--- src/hdl/lid_params.svh ---
// constants for the line interface pin drive register
// assumes inclusion by bare name from design files under hdl/
`ifndef LID_PARAMS_SVH
`define LID_PARAMS_SVH

// ----------------------------------------------------------------
// register map
// ----------------------------------------------------------------
`define LID_ADDR_W          8
`define LID_DATA_W          8
`define LID_DRIVE_ADDR      8'h72

// ----------------------------------------------------------------
// field positions and reset value
// ----------------------------------------------------------------
`define LID_BIT_RSVD_HI     7
`define LID_BIT_RSVD_LO     6
`define LID_BIT_EQ          5
`define LID_BIT_ALL_ONES    4
`define LID_BIT_CODEC_DIS   3
`define LID_BIT_BUILDOUT    2
`define LID_DRIVE_RESET     8'h08
`define LID_UNMAPPED_READ   8'h00

`endif

--- src/hdl/lid_pkg.sv ---
// types shared by the line interface pin drive design
// assumes lid_params.svh supplies the data width
`default_nettype none
`include "lid_params.svh"

package lid_pkg;

    // ------------------------------------------------------------
    // register port state of the top module
    // ------------------------------------------------------------
    typedef struct packed {
        logic [`LID_DATA_W-1:0] rdata;
        logic                   rd_valid;
    } lid_port_state_t;

endpackage

`default_nettype wire

--- src/hdl/lid_field_if.sv ---
// carrier between the top module and its storage field
// assumes one owner drives value and one user drives the write side
`timescale 1ns/1ps
`default_nettype none

interface lid_field_if #(
    parameter int W = 8
);
    logic         wr_en;
    logic [W-1:0] wr_data;
    logic [W-1:0] value;

    modport owner (
        input  wr_en,
        input  wr_data,
        output value
    );
    modport user (
        output wr_en,
        output wr_data,
        input  value
    );
endinterface

`default_nettype wire

--- src/hdl/lid_field.sv ---
// one software-writable storage field with a reset value
// assumes a single clock and an asynchronous active-high reset
`timescale 1ns/1ps
`default_nettype none

module lid_field #(
    parameter int           W     = 8,
    parameter logic [W-1:0] RESET = '0
) (
    // clock and reset
    input  wire logic   core_clk_in,
    input  wire logic   rst_in,
    // field access
    lid_field_if.owner  fld
);
    typedef struct packed {
        logic [W-1:0] value;
    } lid_fld_state_t;

    lid_fld_state_t state;
    lid_fld_state_t next_state;

    always_comb begin
        next_state = state;
        if (fld.wr_en) begin
            next_state.value = fld.wr_data;
        end
    end

    always_ff @(posedge core_clk_in or posedge rst_in) begin
        if (rst_in) begin
            state.value <= RESET;
        end else begin
            state <= next_state;
        end
    end

    assign fld.value = state.value;
endmodule

`default_nettype wire

--- src/hdl/lid_drive.sv ---
// line interface pin drive register and its static strap pins
// What this block does
// - bit 5 sets equalizer pin level; 0 drives low, enabling equalizer.
// - bit 5 at 1 drives equalizer pin high until rewritten.
// - bit 4 sets all-ones pin; 0 low requests all-ones, 1 high.
// - bit 3 sets codec disable pin; resets to 1, pin high.
// - bit 2 sets build-out pin; 0 low enables, 1 high disables.
// - pin bits read back last write; eq, all-ones, build-out reset 0.
//
// assumes a byte-wide processor port synchronous to core_clk_in
`timescale 1ns/1ps
`default_nettype none
`include "lid_params.svh"

module lid_drive #(
    parameter logic [`LID_ADDR_W-1:0] DRIVE_ADDR = `LID_DRIVE_ADDR
) (
    // clock and reset
    input  wire logic                   core_clk_in,
    input  wire logic                   rst_in,
    // processor register port
    input  wire logic [`LID_ADDR_W-1:0] cpu_addr_in,
    input  wire logic                   cpu_wr_in,
    input  wire logic                   cpu_rd_in,
    input  wire logic [`LID_DATA_W-1:0] cpu_wdata_in,
    output logic      [`LID_DATA_W-1:0] cpu_rdata_out,
    output logic                        cpu_rd_valid_out,
    // strap pins toward the line interface unit
    output logic                        rx_equalizer_ctl_out,
    output logic                        tx_all_ones_ctl_out,
    output logic                        line_codec_disable_out,
    output logic                        tx_buildout_ctl_out
);
    // ------------------------------------------------------------
    // address decode and storage
    // ------------------------------------------------------------
    logic wr_hit;
    logic rd_hit;

    assign wr_hit = cpu_wr_in && (cpu_addr_in == DRIVE_ADDR);
    assign rd_hit = cpu_rd_in && (cpu_addr_in == DRIVE_ADDR);

    lid_field_if #(.W(`LID_DATA_W)) drive_if ();

    // whole byte stored so reserved and loopback bits read back
    assign drive_if.wr_en   = wr_hit;
    assign drive_if.wr_data = cpu_wdata_in;

    lid_field #(
        .W     (`LID_DATA_W),
        .RESET (`LID_DRIVE_RESET)
    ) u_drive (
        .core_clk_in (core_clk_in),
        .rst_in      (rst_in),
        .fld         (drive_if.owner)
    );

    // ------------------------------------------------------------
    // strap pins
    // ------------------------------------------------------------
    // pins are taps of the storage flops: no glitch path from the bus
    assign rx_equalizer_ctl_out   = drive_if.value[`LID_BIT_EQ];
    assign tx_all_ones_ctl_out    = drive_if.value[`LID_BIT_ALL_ONES];
    assign line_codec_disable_out = drive_if.value[`LID_BIT_CODEC_DIS];
    assign tx_buildout_ctl_out    = drive_if.value[`LID_BIT_BUILDOUT];

    // ------------------------------------------------------------
    // read port
    // ------------------------------------------------------------
    lid_pkg::lid_port_state_t state;
    lid_pkg::lid_port_state_t next_state;

    always_comb begin
        next_state          = state;
        next_state.rd_valid = cpu_rd_in;
        if (rd_hit) begin
            next_state.rdata = drive_if.value;
        end else if (cpu_rd_in) begin
            next_state.rdata = `LID_UNMAPPED_READ;
        end
    end

    always_ff @(posedge core_clk_in or posedge rst_in) begin
        if (rst_in) begin
            state.rdata    <= `LID_UNMAPPED_READ;
            state.rd_valid <= 1'b0;
        end else begin
            state <= next_state;
        end
    end

    assign cpu_rdata_out    = state.rdata;
    assign cpu_rd_valid_out = state.rd_valid;
endmodule

`default_nettype wire

--- config.mk ---
export PLATFORM = sky130hd
export DESIGN_NAME = lid_drive
export DESIGN_NICKNAME = d
export VERILOG_FILES = /design/src/hdl/lid_pkg.sv /design/src/hdl/lid_field_if.sv /design/src/hdl/lid_field.sv /design/src/hdl/lid_drive.sv
export VERILOG_INCLUDE_DIRS = /design/src /design/src/hdl
export SDC_FILE = /design/constraint.sdc
export NUM_CORES = 1
export LEC_CHECK = 0
export ABC_CLOCK_PERIOD_IN_PS = 900
export BUFFER_PORTS_ARGS = -buffer_cell sky130_fd_sc_hd__buf_2
export CAP_MARGIN = 0
export CORE_MARGIN = 2
export CORE_UTILIZATION = 35
export DETAILED_ROUTE_END_ITERATION = 8
export HOLD_SLACK_MARGIN = 0.1
export SYNTH_ARGS = -nofsm -noshare
export SYNTH_HDL_FRONTEND = slang
export SYNTH_SLANG_ARGS = --single-unit
export TNS_END_PERCENT = 10
--- constraint.sdc ---
create_clock -name core_clk_in -period 0.9 [get_ports core_clk_in]
set_input_delay 0.18 -clock core_clk_in [delete_from_list [all_inputs] [get_ports core_clk_in]]
set_output_delay 0.18 -clock core_clk_in [all_outputs]
set_load 0.005 [all_outputs]
Word-level counts from Yosys, hierarchy flattened

Index checks and enable logic that the tools add are counted.

Input port bits: 20
Word-level logic and storage cells: 9
Flip-flop bits (word level): 17
Output and inout port bits: 13

Mux-type cells: 2
Reduce and logical (&&, ||, !) cells: 3
Equality and inequality tests: 1

Operator list:

| kind                 | number |
|---|---|
| $mux W8              | 2 |
| $eq A8 B7 Y1 const B | 1 |
| $logic_and A1 B1 Y1  | 2 |
| $reduce_bool A2 Y1   | 1 |

Logic depth before layout (Yosys ltp)

Gate-level depths: netlist of run 1.

Word-level depth: 3
Depth in mapped cells: 4
Mapped depth without buffers: 3

Cells and area by module

From an unflattened synthesis of run 1, not the netlist that was laid out.

Cell total of the unflattened synthesis: 60
Area total of the unflattened synthesis: 820.8 um2

By module, submodules not included:

| module    | instances | cells each | area an instance (um2) | seq. area each (um2) |
|---|---|---|---|---|
| lid_drive | 1         | 42         | 484.2                  | 225.2 |
| lid_field | 1         | 18         | 336.6                  | 201.4 |

Worst setup path before layout of run 1

OpenSTA, ideal clock, no wires.

Path kind: in2reg
From: input cpu_addr_in[0]
To: register, netlist name u_drive.fld.value[0]
Stages: 3
Path slack: -0.160 ns
Library setup time: 0.125 ns
Data required time: 0.775 ns
Data arrival time: 0.935 ns
Buffers on the path: 0
Path through: and4bb_2 nand4_4 mux2_2

Word-level cells in the longest chain between the ends: 2

RTL lines:

| element             | RTL line        | text |
|---|---|---|
| from (decl)         | lid_drive.sv:22 | `` input wire logic [`LID_ADDR_W-1:0] cpu_addr_in, `` |
| $eq A8 B7 Y1        | lid_drive.sv:40 | `assign wr_hit = cpu_wr_in && (cpu_addr_in == DRIVE_ADDR);` |
| $logic_and A1 B1 Y1 | lid_drive.sv:40 |  |

Every way passes these cells.
A chain may end at the register's enable or synchronous reset.

Final worst setup path of run 1

From: register, netlist name u_drive.fld.value[3]
To: output line_codec_disable_out

RTL lines:

| element   | RTL line        | text |
|---|---|---|
| to (decl) | lid_drive.sv:31 | `output logic line_codec_disable_out,` |

No word-level cell between the ends.

==> results of run 1 <==
per-layer routing:
metal	vias to the layer above	GRT usage, %	part of all wire (%)
li1	272	-	-
met1	249	14.7	44
met2	22	19.4	47
met3	0	4.32	8.6
met4	0	5.71	0
met5	-	0	0
metrics by stage:
stage	cells	TNS, ns
floorplan	57	-1.26
global placement	116	-3.36
detailed placement	116	-3.71
CTS	122	-1.32
global route	122	-1.81
finish	122	-1.10
logic make-up after synthesis:
group	after synthesis	share of synthesized area [%]
flops	17	62.1
simple gates	13	11.5
buf+inv	11	6.01
compound gates	8	7.29
mux	8	13.1
path summary, 6_finish.rpt:
check                                     start                endpoint
hold reg to reg            u_drive.fld.value[1]    u_drive.fld.value[1]
max in group asynchronous                rst_in    u_drive.fld.value[3]
setup reg to reg           u_drive.fld.value[3]        cpu_rdata_out[3]
setup / recovery           u_drive.fld.value[3]  line_codec_disable_out
min in group asynchronous                rst_in    u_drive.fld.value[5]
hold / removal                  cpu_wdata_in[2]    u_drive.fld.value[2]
cells in the final DEF (no fill, tap or decap), drive strengths merged:
master / count
and2: 1
and4bb: 1
buf: 35
clkbuf: 4
dfrtp: 16
dfstp: 1
dlygate4sd3: 1
inv: 9
mux2: 8
nand2: 8
nand3: 1
nand4: 1
nor2: 1
o22ai: 8
repair_timing:
item | in CTS | in global routing
cloned | 0 | 0
setup buffers | 1 | 0
setup endpoints to repair | 14 | 20
pin swaps | 0 | 0
hold buffers | 1 | 0
endpoints found under the hold margin | 16 | 0
area by class of cell:
type / instances / area [um^2] / area share, %
Clock buffer: 4 / 26.3 / 2.82
Timing Repair Buffer: 36 / 193 / 20.7
Multi-Input combinational cell: 29 / 219 / 23.5
Tap cell: 27 / 33.8 / 3.62
Sequential cell: 17 / 427 / 45.8
Inverter: 9 / 33.8 / 3.62
registers in the layout, indices dropped and copies added, names as in the netlist:
name               cells
cpu_rdata_out          8
u_drive.fld.value      8
cpu_rd_valid_out       1
power by group:
part / internal [mW] / switching, mW
Sequential: 0.784 / 0.00994
Combinational: 0.0632 / 0.0548
Clock: 0.172 / 0.220
Total: 1.02 / 0.285
==> results.yml, run 1 <==
status:
  status: "finished, violations left"
  failed_checks: "setup timing"
place:
  portBuffers: 32
  post-dp-hpwl_um: 984
  place_congestion: 0.674
  dpl_cell_area_um2: 888
  post-place-ws_ns: -0.314
worst_hold_path:
  holdPathStages: 2
  min_path_type: "in -> reg"
timing:
  setup_violations: 13
  holdWs_ns: 0.126
  grt_setup_unrepaired: "yes"
  fin_skew_ns: 0.00116
  final_hold_viol_count: 0
  slew_headroom_pct: 80.4
  worst_pin_slew_ns: 0.293
  slew_violations: 0
  worst_slack_ns: -0.200
  fin_crit_ns: 1.10
  clock.fmax_mhz: 909
  period_share_pct: 122
yosys:
  ys_seq_area_share_pct: 62.1
  yosys.area.top_type_share_pct: 58.3
  ys_top_cells_by_area: "dfrtp_1, mux2_2, o22ai_1"
  synth_common_cells: "dfrtp_1, inv_1, mux2_2, nand2_1, o22ai_1"
  synth_nets: 77
  syn_inst: 57
  yosysTopAreaCell: "dfrtp_1"
  post-synth-top-count-cell: "dfrtp_1"
  dominantRegCellSynth: "dfrtp_1"
  synth_edf_count: 0
  ys_ff_latch: 17
  synth_area_per_cell_um2: 12.1
  async_reset_ff_share_pct: 100
  syn_area_um2: 687
  synth.distinct_cells: 12
  synth_warnings: 0
detailed_routing:
  postRouteAntennaNets: 0
  drtIter0Drc: 8
  wirelength_um: 1340
  dr_total_vias: 543
  wire_per_inst_um: 11.0
  viasPerCell: 4.45
  firstDrtPassIters: 4
  drcViolationCount: 0
finish:
  drive_above_1_share_pct: 51.6
  final_util_pct: 49.0
  fin_area_um2: 932
  nets: 116
  fillers: 186
  synthToLayoutAreaGrowth_pct: 35.7
  diodes: 0
run:
  maxCapViolations: 0
grt:
  grt_pass1_vias: 507
  grt-ovfl-total: 0
  grt_use_total_pct: 12.2
  grt_pass1_wl_um: 2190
  grt_max_degree: 18
  antenna_found_initial: 0
power:
  power.density_nw_per_um2: 1400
  power.leakage_nw: 0.490
  irDropWorstVdd_uv: 1080
  total_power_mw: 1.30
worst_setup_path:
  r2r.worst_path.cells: 3
  critPathBufInv: 1
  crit_family: "flip-flops"
  ff2ff_setup_slack_ns: 0.04
  cp_cell_sequence: "buf_2"
  path_class: "reg -> out"
  cp.depth: 1
  end_kind: "output port"
  cp.arrival_ns: 0.92
  required_ns: 0.72
  crit_path_top_delay_cell: "dfstp_2"
  start_kind: "flip-flop"
  max_stage_delay_ns: 0.54
  cp_max_fo: 2
clocking:
  cts_tree: "yes"
  clk_latency_ns: 0.28
  h-tree-depth: 1
  root_buffer: "clkbuf_4"
  cts_resized: 0
  clock_path_buffers: 2
  cts_buffers: 3
  clk_pin_slew_ns: 0.09
  clock_sinks: 17
floorplan:
  die_area_um2: 2330
  dieHeight_um: 48.3
  dieWidth_um: 48.3
  start_util_pct: 36.1
  ios: 33
  row_count: 16
  core_um2: 1900
(Power assumes the default switching activity.)
==> run 2, diff against run 1 <==
--- a/config.mk
+++ b/config.mk
@@ -10,9 +10,10 @@
 export BUFFER_PORTS_ARGS = -buffer_cell sky130_fd_sc_hd__buf_2
 export CAP_MARGIN = 0
 export CORE_MARGIN = 2
-export CORE_UTILIZATION = 35
+export CORE_UTILIZATION = 43
 export DETAILED_ROUTE_END_ITERATION = 8
 export HOLD_SLACK_MARGIN = 0.1
+export PLACE_DENSITY = 0.75
 export SYNTH_ARGS = -nofsm -noshare
 export SYNTH_HDL_FRONTEND = slang
 export SYNTH_SLANG_ARGS = --single-unit
==> results.yml, run 2 (synthesis results as in run 1) <==
worst_setup_path:
  path_class: "reg -> out"
  cp_max_fo: 2
  cp_cell_sequence: "buf_2"
  required_ns: 0.72
  crit_family: "flip-flops"
  crit_path_top_delay_cell: "dfstp_2"
  start_kind: "flip-flop"
  critPathBufInv: 1
  max_stage_delay_ns: 0.54
  cp.arrival_ns: 0.92
  end_kind: "output port"
finish:
  drive_above_1_share_pct: 53.1
  final_common_cell: "buf_2"
  diodes: 0
  fillers: 134
  nets: 117
  multiInputGateArea_um2: 219
  stdcell_count: 112
  synthToLayoutAreaGrowth_pct: 35.5
  layout_common_cells: "buf_2, dfrtp_1, inv_1"
  ff_latch_area_um2: 427
clocking:
  clock_sinks: 17
  h-tree-depth: 1
  cts_tree: "yes"
  clk_latency_ns: 0.28
  cts_buffers: 3
  root_buffer: "clkbuf_4"
  clk_pin_slew_ns: 0.10
  clock_path_buffers: 2
detailed_routing:
  viasPerCell: 4.88
  drtIter0Drc: 3
  wirelength_um: 1370
  drcViolationCount: 0
  postRouteAntennaNets: 0
  dr_total_vias: 546
  wire_per_inst_um: 12.2
  firstDrtPassIters: 4
timing:
  final_hold_viol_count: 0
  grt_setup_unrepaired: "yes"
  slew_violations: 0
  fin_skew_ns: 0.00676
  fin_crit_ns: 1.10
  setup_violations: 16
  worst_pin_slew_ns: 0.316
  period_share_pct: 123
  worst_slack_ns: -0.203
  slew_headroom_pct: 78.9
  holdWs_ns: 0.125
  clock.fmax_mhz: 907
floorplan:
  die_area_um2: 1930
  start_util_pct: 45.6
  dieHeight_um: 44.0
  dieWidth_um: 44.0
  row_count: 14
  ios: 33
  core_um2: 1510
worst_hold_path:
  min_path_type: "in -> reg"
grt:
  grt_pass1_vias: 533
  grt_pass1_wl_um: 2180
  grt_max_degree: 18
  grt-ovfl-total: 0
  antenna_found_initial: 0
  grt_use_total_pct: 16.2
power:
  power.leakage_nw: 0.500
  irDropWorstVdd_uv: 721
  power.density_nw_per_um2: 1410
  total_power_mw: 1.31
status:
  status: "finished, violations left"
  failed_checks: "setup timing"
run:
  maxCapViolations: 0
place:
  portBuffers: 32
  place_congestion: 0.716
  post-dp-hpwl_um: 1040
  place_inst: 104
run 2: cell types whose count changed in the layout (fill, tap and decap cells not counted):
cell      before  now
clkbuf_1       1    0
clkinv_2       0    1
buf_6          0    1
run 2: layout make-up:
| class | count | area share [%] |
|---|---|---|
| Clock inverter | 1 | 0.538 |
| Tap cell | 16 | 2.15 |
| Clock buffer | 3 | 2.42 |
| Sequential cell | 17 | 45.8 |
| Multi-Input combinational cell | 29 | 23.5 |
| Timing Repair Buffer | 37 | 21.9 |
| Inverter | 9 | 3.63 |
run 2: what timing repair did:
action	4_1_cts	5_1_grt
setup endpoints to repair	14	21
buffers inserted	1	2
hold endpoints to repair	16	0
resized for setup	0	1
hold buffers	1	0
run 2: per-stage QoR:
step | util [%] | instance area (um^2) | setup slack [ns] | TNS, ns
5_1_grt | 61.8 | 931 | -0.245 | -1.94
3_5_place_dp | 57.6 | 867 | -0.320 | -4.42
2_1_floorplan | - | 687 | -0.142 | -1.26
6_report | 61.8 | 931 | -0.203 | -1.17
4_1_cts | 60.5 | 912 | -0.215 | -1.30
3_3_place_gp | 57.6 | 867 | -0.279 | -4.02
run 2: final timing paths:
kind | from | to | slack (ns) | cells after the start
max in group asynchronous | rst_in | u_drive.fld.value[3] | 0.21 | 4
worst max-delay path | u_drive.fld.value[3] | line_codec_disable_out | -0.20 | 1
worst min register to register | u_drive.fld.value[0] | u_drive.fld.value[0] | 0.52 | 1
min in group asynchronous | rst_in | cpu_rdata_out[3] | 0.44 | 4
worst min-delay path | cpu_wdata_in[3] | u_drive.fld.value[3] | 0.12 | 2
worst max register to register | u_drive.fld.value[3] | cpu_rdata_out[3] | -0.04 | 4
run 2: power breakdown:
group	internal, mW	switching (mW)	total, mW
combinational	0.0695	0.0579	0.127
sequential	0.784	0.0118	0.796
clock	0.165	0.224	0.388
total	1.02	0.293	1.31
run 2: routing by layer:
| layer | up-vias | GRT usage [%] | routed length (um) |
|---|---|---|---|
| met5 | - | 0 | 0 |
| met4 | 0 | 9.09 | 14 |
| met3 | 2 | 4.17 | 89 |
| met2 | 22 | 26.5 | 708 |
| met1 | 252 | 19.2 | 558 |
| li1 | 270 | - | - |
